$ cat src/design/timer_split_pkg.sv
package timer_split_pkg;

  // Register bus addresses
  localparam logic [7:0] ADDR_RUN_FLAGS = 8'h88;
  localparam logic [7:0] ADDR_A_LOW     = 8'h8A;
  localparam logic [7:0] ADDR_B_LOW     = 8'h8B;
  localparam logic [7:0] ADDR_A_HIGH    = 8'h8C;
  localparam logic [7:0] ADDR_B_HIGH    = 8'h8D;

  // Field positions in timer_run_and_flags
  localparam int BIT_B_FLAG = 7;
  localparam int BIT_B_RUN  = 6;
  localparam int BIT_A_FLAG = 5;
  localparam int BIT_A_RUN  = 4;

  // Reset values
  localparam logic [7:0] RUN_FLAGS_RST = 8'h00;
  localparam logic [7:0] COUNT_RST     = 8'h00;
  localparam logic [3:0] EXT_BITS_RST  = 4'h0;

  // Counter geometry
  localparam int         COUNT_W    = 8;
  localparam int         MODE0_LOW  = 5;
  localparam logic [7:0] BYTE_MAX   = 8'hFF;

  // Operating modes
  typedef enum logic [1:0] {
    MODE_13BIT  = 2'b00,
    MODE_16BIT  = 2'b01,
    MODE_RELOAD = 2'b10,
    MODE_SPLIT  = 2'b11
  } timer_mode_t;

endpackage

$ cat src/design/timer_tick_if.sv
`timescale 1ns/100ps
interface timer_tick_if;
  logic runEn;
  logic gateSel;
  logic gateIn;
  logic gatePol;
  logic srcSel;
  logic sysclkSel;
  logic prescaleTick;
  logic pin;
  logic tickInt;
  logic tick;
  logic countEn;

  modport gen (
    input  runEn,
    input  gateSel,
    input  gateIn,
    input  gatePol,
    input  srcSel,
    input  sysclkSel,
    input  prescaleTick,
    input  pin,
    output tickInt,
    output tick,
    output countEn
  );

  modport user (
    output runEn,
    output gateSel,
    output gateIn,
    output gatePol,
    output srcSel,
    output sysclkSel,
    output prescaleTick,
    output pin,
    input  tickInt,
    input  tick,
    input  countEn
  );
endinterface

$ cat src/design/timer_split_mode_control.sv
`timescale 1ns/100ps
// Functional notes
// - Mode 3 splits timer A into two bytes
// - Low byte uses timer A controls and flag
// - Low byte counts clock path or pin
// - High byte counts internal clock ticks only
// - High byte runs only while timer_b_run set
// - High byte overflow sets timer B flag
// - Timer B mode 3 holds its count
// - Split: timer B no pin, no flag
// - Timer B overflow still ticks serial, converter
// - Count needs run and gate condition; in split, high byte ignores the gate, timer B its run bit
// - Run does not reload the count
// - Pin counts on falling edges
// - Clock select: system or prescaled clock
module timer_split_mode_control #(
  parameter int ADDR_W = 8
) (
  input  wire logic        clk_sys,
  input  wire logic        srst,
  input  wire logic [7:0]  sfrAddr,
  input  wire logic        sfrWrEn,
  input  wire logic [7:0]  sfrWrData,
  input  wire logic        sfrBitWrEn,
  input  wire logic [2:0]  sfrBitIdx,
  input  wire logic        sfrBitVal,
  output logic      [7:0]  sfrRdData,
  input  wire logic [1:0]  timerAModeSel,
  input  wire logic [1:0]  timerBModeSel,
  input  wire logic        timer_a_count_source_sel,
  input  wire logic        timerBCountSourceSel,
  input  wire logic        timer_a_gate_sel,
  input  wire logic        timerBGateSel,
  input  wire logic        timer_a_sysclk_sel,
  input  wire logic        timerBSysclkSel,
  input  wire logic        prescaleTick,
  input  wire logic        timerAPin,
  input  wire logic        timerBPin,
  input  wire logic        timer_a_gate_input,
  input  wire logic        timerBGateInput,
  input  wire logic [1:0]  gate_input_polarity,
  input  wire logic        isrEnterA,
  input  wire logic        isrEnterB,
  output logic             timerAIrq,
  output logic             timerBIrq,
  output logic             timerBOverflowTick
);

  if (ADDR_W != 8)
    $error("timer_split_mode_control: ADDR_W must be 8");

  typedef struct packed {
    logic       flagA;
    logic       flagB;
    logic       runA;
    logic       runB;
    logic [3:0] extBits;
    logic [7:0] lowA;
    logic [7:0] highA;
    logic [7:0] lowB;
    logic [7:0] highB;
    logic       ovfTickB;
    logic [7:0] rdData;
  } ctl_state_t;

  ctl_state_t st_r;
  ctl_state_t st_nxt;

  timer_tick_if tkA ();
  timer_tick_if tkB ();

  logic splitMode;
  logic [7:0] runFlagsVal;

  ////////////////////////////////////////////////////////////////////////////
  // One count step in modes 0..2; returns {overflow, high, low}
  function automatic logic [16:0] countStep(input logic [1:0] mode,
                                            input logic [7:0] hi,
                                            input logic [7:0] lo);
    logic [16:0] res;
    logic [13:0] v13;
    logic [16:0] v16;
    res = {1'b0, hi, lo};
    v13 = {1'b0, hi, lo[timer_split_pkg::MODE0_LOW-1:0]} + 14'h0001;
    v16 = {1'b0, hi, lo} + 17'h00001;
    case (mode)
      timer_split_pkg::MODE_13BIT:
        res = {v13[13], v13[12:5], lo[7:timer_split_pkg::MODE0_LOW], v13[4:0]};
      timer_split_pkg::MODE_16BIT:
        res = v16;
      timer_split_pkg::MODE_RELOAD:
        if (lo == timer_split_pkg::BYTE_MAX)
          res = {1'b1, hi, hi};
        else
          res = {1'b0, hi, lo + 8'h01};
      default:
        res = {1'b0, hi, lo};
    endcase
    return res;
  endfunction

  ////////////////////////////////////////////////////////////////////////////
  // Tick generators for both timers
  assign splitMode = (timerAModeSel == timer_split_pkg::MODE_SPLIT);

  assign tkA.runEn        = st_r.runA;
  assign tkA.gateSel      = timer_a_gate_sel;
  assign tkA.gateIn       = timer_a_gate_input;
  assign tkA.gatePol      = gate_input_polarity[0];
  assign tkA.srcSel       = timer_a_count_source_sel;
  assign tkA.sysclkSel    = timer_a_sysclk_sel;
  assign tkA.prescaleTick = prescaleTick;
  assign tkA.pin          = timerAPin;

  // In split mode timer B runs by its mode field, its run bit is borrowed
  assign tkB.runEn        = splitMode ? (timerBModeSel != timer_split_pkg::MODE_SPLIT)
                                      : st_r.runB;
  assign tkB.gateSel      = timerBGateSel;
  assign tkB.gateIn       = timerBGateInput;
  assign tkB.gatePol      = gate_input_polarity[1];
  assign tkB.srcSel       = splitMode ? 1'b0 : timerBCountSourceSel;
  assign tkB.sysclkSel    = timerBSysclkSel;
  assign tkB.prescaleTick = prescaleTick;
  assign tkB.pin          = timerBPin;

  timer_tick_gen uTickA (
    .clk_sys (clk_sys),
    .srst    (srst),
    .tk      (tkA.gen)
  );

  timer_tick_gen uTickB (
    .clk_sys (clk_sys),
    .srst    (srst),
    .tk      (tkB.gen)
  );

  assign runFlagsVal = {st_r.flagB, st_r.runB, st_r.flagA, st_r.runA, st_r.extBits};

  ////////////////////////////////////////////////////////////////////////////
  // Counting, flags and register access
  always_comb
  begin
    logic [16:0] stepA;
    logic [16:0] stepB;
    logic [8:0]  lowInc;
    logic [8:0]  highInc;
    logic        ovfA;
    logic        ovfB;
    logic        ovfHighA;
    logic [7:0]  rf;
    stepA    = countStep(timerAModeSel, st_r.highA, st_r.lowA);
    stepB    = countStep(timerBModeSel, st_r.highB, st_r.lowB);
    lowInc   = {1'b0, st_r.lowA} + 9'h001;
    highInc  = {1'b0, st_r.highA} + 9'h001;
    ovfA     = 1'b0;
    ovfB     = 1'b0;
    ovfHighA = 1'b0;
    rf       = runFlagsVal;
    st_nxt   = st_r;

    // Timer A: split into two bytes or one counter; count kept as is on run
    if (splitMode)
    begin
      if (tkA.countEn && tkA.tick)
      begin
        st_nxt.lowA = lowInc[7:0];
        ovfA        = lowInc[8];
      end
      if (st_r.runB && tkA.tickInt)
      begin
        st_nxt.highA = highInc[7:0];
        ovfHighA     = highInc[8];
      end
    end
    else if (tkA.countEn && tkA.tick)
    begin
      st_nxt.highA = stepA[15:8];
      st_nxt.lowA  = stepA[7:0];
      ovfA         = stepA[16];
    end

    // Timer B: mode 3 holds the count
    if (tkB.countEn && tkB.tick && timerBModeSel != timer_split_pkg::MODE_SPLIT)
    begin
      st_nxt.highB = stepB[15:8];
      st_nxt.lowB  = stepB[7:0];
      ovfB         = stepB[16];
    end
    st_nxt.ovfTickB = ovfB;

    // Software writes to the control register, byte or single bit
    if (sfrWrEn && sfrAddr == timer_split_pkg::ADDR_RUN_FLAGS)
      rf = sfrWrData;
    else if (sfrBitWrEn && sfrAddr == timer_split_pkg::ADDR_RUN_FLAGS)
      rf[sfrBitIdx] = sfrBitVal;
    st_nxt.runA    = rf[timer_split_pkg::BIT_A_RUN];
    st_nxt.runB    = rf[timer_split_pkg::BIT_B_RUN];
    st_nxt.extBits = rf[3:0];

    // Flags: service entry clears, hardware set wins over any clear
    st_nxt.flagA = rf[timer_split_pkg::BIT_A_FLAG] & ~isrEnterA;
    st_nxt.flagB = rf[timer_split_pkg::BIT_B_FLAG] & ~isrEnterB;
    if (ovfA)
      st_nxt.flagA = 1'b1;
    if (splitMode ? ovfHighA : ovfB)
      st_nxt.flagB = 1'b1;

    // Software writes to count bytes take priority over counting
    if (sfrWrEn)
    begin
      case (sfrAddr)
        timer_split_pkg::ADDR_A_LOW:  st_nxt.lowA  = sfrWrData;
        timer_split_pkg::ADDR_A_HIGH: st_nxt.highA = sfrWrData;
        timer_split_pkg::ADDR_B_LOW:  st_nxt.lowB  = sfrWrData;
        timer_split_pkg::ADDR_B_HIGH: st_nxt.highB = sfrWrData;
        default:                      st_nxt.rdData = st_r.rdData;
      endcase
    end

    // Registered read data, unmapped reads as zero
    case (sfrAddr)
      timer_split_pkg::ADDR_RUN_FLAGS: st_nxt.rdData = runFlagsVal;
      timer_split_pkg::ADDR_A_LOW:     st_nxt.rdData = st_r.lowA;
      timer_split_pkg::ADDR_A_HIGH:    st_nxt.rdData = st_r.highA;
      timer_split_pkg::ADDR_B_LOW:     st_nxt.rdData = st_r.lowB;
      timer_split_pkg::ADDR_B_HIGH:    st_nxt.rdData = st_r.highB;
      default:                         st_nxt.rdData = 8'h00;
    endcase
  end

  ////////////////////////////////////////////////////////////////////////////
  // State register
  always_ff @(posedge clk_sys)
  begin
    if (srst)
    begin
      st_r          <= '0;
      st_r.extBits  <= timer_split_pkg::EXT_BITS_RST;
      st_r.lowA     <= timer_split_pkg::COUNT_RST;
      st_r.highA    <= timer_split_pkg::COUNT_RST;
      st_r.lowB     <= timer_split_pkg::COUNT_RST;
      st_r.highB    <= timer_split_pkg::COUNT_RST;
      st_r.rdData   <= timer_split_pkg::RUN_FLAGS_RST;
    end
    else
      st_r <= st_nxt;
  end

  // Outputs straight from flip-flops
  assign sfrRdData          = st_r.rdData;
  assign timerAIrq          = st_r.flagA;
  assign timerBIrq          = st_r.flagB;
  assign timerBOverflowTick = st_r.ovfTickB;

endmodule

$ cat src/design/timer_tick_gen.sv
`timescale 1ns/100ps
module timer_tick_gen (
  input  wire logic   clk_sys,
  input  wire logic   srst,
  timer_tick_if.gen   tk
);

  typedef struct packed {
    logic pinPrev;
  } tick_state_t;

  tick_state_t st_r;
  tick_state_t st_nxt;
  logic        pinFall;

  ////////////////////////////////////////////////////////////////////////////
  // Pin history for falling edge detection
  always_comb
  begin
    st_nxt         = st_r;
    st_nxt.pinPrev = tk.pin;
  end

  always_ff @(posedge clk_sys)
  begin
    if (srst)
      st_r <= '0;
    else
      st_r <= st_nxt;
  end

  ////////////////////////////////////////////////////////////////////////////
  // Tick source and enable
  assign pinFall    = st_r.pinPrev & ~tk.pin;
  assign tk.tickInt = tk.sysclkSel ? 1'b1 : tk.prescaleTick;
  assign tk.tick    = tk.srcSel ? pinFall : tk.tickInt;
  assign tk.countEn = tk.runEn & (~tk.gateSel | (tk.gateIn == tk.gatePol));

endmodule

$ cat config.mk
export PLATFORM = sky130hd
export DESIGN_NAME = timer_split_mode_control
export DESIGN_NICKNAME = d
export VERILOG_FILES = /design/src/design/timer_split_pkg.sv /design/src/design/timer_tick_if.sv /design/src/design/timer_split_mode_control.sv /design/src/design/timer_tick_gen.sv
export SDC_FILE = /design/constraint.sdc
export NUM_CORES = 1
export LEC_CHECK = 0
export BUFFER_PORTS_ARGS = -buffer_cell sky130_fd_sc_hd__buf_4
export CORE_ASPECT_RATIO = 1.2
export CORE_MARGIN = 5
export CORE_UTILIZATION = 41
export DETAILED_ROUTE_END_ITERATION = 8
export MAX_ROUTING_LAYER = met4
export SLEW_MARGIN = 20
export SYNTH_ARGS = -nofsm -noshare
export SYNTH_HDL_FRONTEND = slang
export SYNTH_HIERARCHICAL = 1
export SYNTH_SLANG_ARGS = --single-unit
$ cat constraint.sdc
create_clock -name clk_sys -period 3.45 [get_ports clk_sys]
set_clock_uncertainty 0.2 [all_clocks]
set_input_delay 0.5175 -clock clk_sys [delete_from_list [all_inputs] [get_ports clk_sys]]
set_output_delay 0.5175 -clock clk_sys [all_outputs]
set_load 0.02 [all_outputs]
==> flow_summary.json, run 1 <==
{
  "status": "complete, no violations",
  "cp-end-kind": "flop",
  "cts_hold_buf": 0,
  "fp.dieArea_um2": 12400,
  "fmax_mhz": 365.1,
  "stdcell_count": 717,
  "crit_path_frequent_cell": "nand2_1",
  "grt_pass1_vias": 4574,
  "grt-ovfl-total": 0,
  "clock_sinks": 51,
  "wirelength_mm": 16.17,
  "vias": 4856,
  "cts-resized-gates": 0,
  "fin_setup_tns_ns": 0,
  "slowest_stage": "a21o_1",
  "crit_fanout": 18,
  "yosysWarnings": 6,
  "via_per_inst": 6.773,
  "syn_area_um2": 4210,
  "cts_made_buffers": 5,
  "antenna_cells": 0,
  "grt_max_degree": 38,
  "num-nets-final": 636,
  "slew_headroom_pct": 51.88,
  "cp-start-kind": "input port",
  "antenna_found_initial": 0,
  "ant_nets": 0,
  "report.final.hold_viol_count": 0,
  "dr.pass1.iters": 5,
  "place_area_um2": 4599,
  "worst_slew_pin_slew_ns": 0.7164,
  "path_clk_slew_ns": 0.07,
  "fp-row-count": 40,
  "hold_class": "input port to flop",
  "drive_gt1_share_pct": 16.75,
  "required_ns": 3.45,
  "cts_setup_buffers": 0,
  "start_util_pct": 42.06,
  "clk_latency_ns": 0.29,
  "whs_ns": 0.2245,
  "critPathKind": "input port to flop",
  "cp.arrival_ns": 2.74,
  "cts_buffer_depth": 2,
  "slew_viol_final": 0,
  "min_period_ns": 2.739,
  "setup_viol": 0,
  "finish.utilization_pct": 47.50,
  "syn_to_final_growth_pct": 12.93,
  "hpwlAfterDp_mm": 12.16,
  "leakagePower_nw": 1.487,
  "cp_slowest_stage_delay_ns": 0.41,
  "dp.cells": 709,
  "fp.dieW_um": 102.5,
  "post-route-period-util_pct": 79.39,
  "grt_pass1_wl_mm": 25.50,
  "grt_use_total_pct": 27.02,
  "routedWlPerCell_um": 22.55,
  "die_y_um": 121.0,
  "drc_errors": 0,
  "avgSynthCellArea_um2": 7.399,
  "design_area_um2": 4755,
  "netlist_instances": 569,
  "rsz0062_at_grt": "no",
  "core_um2": 10010,
  "power.density_nw_per_um2": 284.4,
  "cap_violations": 0,
  "numPortBuffers": 53,
  "irDropWorstVdd_uv": 201.5,
  "cts_root_buf": "clkbuf_16",
  "crit_chain": "buf_4, nand2_1, and2_1, o21ai_0, nand2_1, a21o_1, nor4_1, o22ai_1, a311oi_1",
  "cts-htree-levels": 2,
  "gp_congestion": 0.9416,
  "synth_fp_nets": 615,
  "initialDrtViolationCount": 371,
  "cts_tree": "built",
  "ioPinCount": 54
}
## cell type report
type	instances	area, um^2
clock inverter	2	16.27
inverter	14	52.55
multi-input combinational	457	2910
fill	1042	5255
clock buffer	6	138.9
timing repair buffer	61	457.9
sequential	51	1021
tap	126	157.7
## path summary, 6_finish.rpt
kind	cells past startpoint	end	startpoint	slack, ns
hold reg to reg	2	runFlagsVal[3]$_SDFFE_PP0P_	runFlagsVal[3]$_SDFFE_PP0P_	0.34
hold / removal	2	timerAIrq$_SDFF_PP0_	isrEnterA	0.22
setup reg to reg	6	st_r[30]$_SDFF_PP0_	tkA.runEn$_SDFFE_PP0P_	0.87
setup / recovery	9	st_r[24]$_SDFF_PP0_	timerAModeSel[1]	0.71
## registers in the layout (all words and copies together) (netlist names)
signal and flops:
timerBIrq 1, tkA.runEn 1, timerAIrq 1, timerBOverflowTick 1
st_r 32, uTickA/st_r 1, runFlagsVal 5, sfrRdData 8
uTickB/st_r 1
## power by group
| group | internal [mW] | switching, mW | leakage (nW) |
|---|---|---|---|
| logic | 0.0804 | 0.118 | 1.00 |
| registers | 0.598 | 0.0243 | 0.413 |
| clock network | 0.291 | 0.240 | 0.0731 |
## routing by layer
layer	vias to the layer above	part of all wire [%]	GRT usage, %	wire [um]
met2	277	48	43.13	7749
met4	0	5.4	12.80	871
li1	2217	-	-	-
met3	65	8.0	3.335	1293
met1	2297	39	33.57	6252
met5	-	0	-	0
## worst max-delay path: cells and delay by family
family                 cells  cell delay, ns
AOI/OAI and AO/OA          4            1.03
and+or+nand+nor            4            1.01
buffers and inverters      1            0.18
## metrics by stage
stage / total power [mW] / worst slack, ns
final: 1.352 / 0.7109
after detailed placement: 0.8319 / 0.4939
after floorplan: 0.7397 / 0.2778
after global placement: 0.8289 / 0.5584
after CTS: 1.360 / 0.7757
after global routing: 1.401 / 0.3877
## layout by cell type, fill, tap and decap left out, types with 6 or more instances in the layout
master / n
xnor2_1: 12
and4_1: 6
nand2_1: 50
or3_1: 6
a222oi_1: 7
a211oi_1: 20
nand3b_1: 6
nor2_1: 42
dfxtp_1: 51
nand3_1: 35
nand2b_1: 8
nor4_1: 11
nor3_1: 21
a21oi_1: 40
buf_4: 61
inv_1: 13
nand4_1: 17
a31oi_1: 7
mux2_2: 8
o21ai_0: 34
nor2b_1: 9
o211ai_1: 10
Power figures use the tool's default switching activity.
==> run 2: changes to the inputs <==
- clock period: 3.45 -> 2.3 ns (I/O delays scaled with it)
==> flow_summary.json, run 2 (synthesis results as in run 1) <==
{
  "status": "complete, no violations",
  "routedWlPerCell_um": 20.96,
  "cts_buffer_depth": 2,
  "die_y_um": 121.0,
  "slew_viol_final": 0,
  "path_clk_slew_ns": 0.07,
  "report.final.hold_viol_count": 0,
  "clock_sinks": 51,
  "critPathKind": "flop to flop",
  "worst_slack_ns": 0.09641,
  "crit_fanout": 6,
  "fp-row-count": 40,
  "drive_gt1_share_pct": 27.06,
  "gp_congestion": 1.013,
  "dr.pass1.iters": 6,
  "place_area_um2": 5121,
  "num-nets-final": 699,
  "r2r_slack_ns": 0.1,
  "cts_root_buf": "clkbuf_16",
  "fmax_mhz": 453.8,
  "cap_violations": 0,
  "cp-start-kind": "flop",
  "final_common_cell": "buf_4",
  "hpwlAfterDp_mm": 12.55,
  "design_area_um2": 5339,
  "setup_viol": 0,
  "drc_errors": 0,
  "power.density_nw_per_um2": 387.1,
  "cp-end-kind": "flop",
  "syn_to_final_growth_pct": 26.81,
  "grt-ovfl-total": 0,
  "slew_headroom_pct": 63.91,
  "numPortBuffers": 53,
  "grt_pass1_vias": 4695,
  "cts-htree-levels": 2,
  "antenna_cells": 0,
  "largest_reg_flops": 32,
  "vias": 4990,
  "required_ns": 2.26,
  "clk_latency_ns": 0.29,
  "antenna_found_initial": 0,
  "grt_pass1_wl_mm": 25.69,
  "cp.arrival_ns": 2.16,
  "ant_nets": 0,
  "initialDrtViolationCount": 457,
  "min_period_ns": 2.204,
  "fp.dieArea_um2": 12400,
  "cts_tree": "built",
  "grt_use_total_pct": 27.16,
  "power_mw": 2.066,
  "fp.dieW_um": 102.5,
  "dp_worst_setup_slack_ns": -0.1361,
  "core_um2": 10010,
  "grt_max_degree": 38,
  "wirelength_mm": 16.35,
  "irDropWorstVdd_uv": 349.9,
  "hold_class": "input port to flop",
  "post-route-period-util_pct": 95.81,
  "layout_common_cells": "122 x buf_4, 49 x nand2_1, 48 x dfxtp_1",
  "via_per_inst": 6.397,
  "ioPinCount": 54,
  "worst_slew_pin_slew_ns": 0.5413,
  "regMostFlops": "st_r",
  "cts_made_buffers": 5,
  "start_util_pct": 42.06,
  "leakagePower_nw": 1.837
}
run 2: changes by cell type in the layout (fill, tap and decap cells not counted), sizes merged:
cell / delta
buf: +63
clkbuf: +1
clkinvlp: -1
run 2: path summary, 6_finish.rpt:
kind / cells after the start / to / start
min: 2 / timerAIrq$_SDFF_PP0_ / isrEnterA
min reg2reg: 2 / runFlagsVal[3]$_SDFFE_PP0P_ / runFlagsVal[3]$_SDFFE_PP0P_
max: 8 / st_r[16]$_SDFF_PP0_ / runFlagsVal[6]$_SDFFE_PP0P_
max reg2reg: 8 / st_r[16]$_SDFF_PP0_ / runFlagsVal[6]$_SDFFE_PP0P_
run 2: through the flow:
stage | instances | utilization (%) | hold WS [ns] | setup TNS, ns
2_1_floorplan | 569 | - | 0.2166 | -1.172
3_3_place_gp | 771 | 51.16 | 0.3134 | -0.1048
3_5_place_dp | 771 | 51.16 | 0.3245 | -0.6784
4_1_cts | 779 | 52.69 | 0.03537 | 0
5_1_grt | 780 | 53.34 | 0.03095 | -0.01615
6_report | 780 | 53.34 | 0.03830 | 0
run 2: critical path, stage by stage (launching register included):
cell and delay [ns]:
dfxtp_2 0.37, nor2_1 0.06, a31oi_1 0.15, a21boi_2 0.21, nand2_2 0.15, a21oi_4 0.22
o221ai_1 0.15, a211oi_1 0.42, o41ai_2 0.15
run 2: per-layer routing:
layer  track usage [%]  wire [um]  up-vias
li1                  -          -     2347
met4             12.31        828        0
met3             3.565       1015       55
met2             43.26       7876      221
met1             33.97       6627     2367
met5                 -          0        -
run 2: layout make-up:
cell class,count,area [um^2]
sequential,51,1025
clock buffer,7,142.6
tap,126,157.7
clock inverter,1,8.758
fill,1020,4671
multi-input combinational,457,2997
timing repair buffer,124,955.9
inverter,14,52.55
run 2: power by group:
part / leakage (nW) / internal, mW / switching [mW]
logic: 1.35 / 0.148 / 0.200
registers: 0.414 / 0.898 / 0.0294
clock network: 0.0741 / 0.437 / 0.354
run 2: repair_timing:
item / CTS / global route
endpoints found under the hold margin: 0 / 0
gates resized for setup: 1 / 13
buffers inserted: 0 / 1
hold buffers: 0 / 0
gates cloned: 0 / 0
endpoints found under the setup margin: 1 / 13
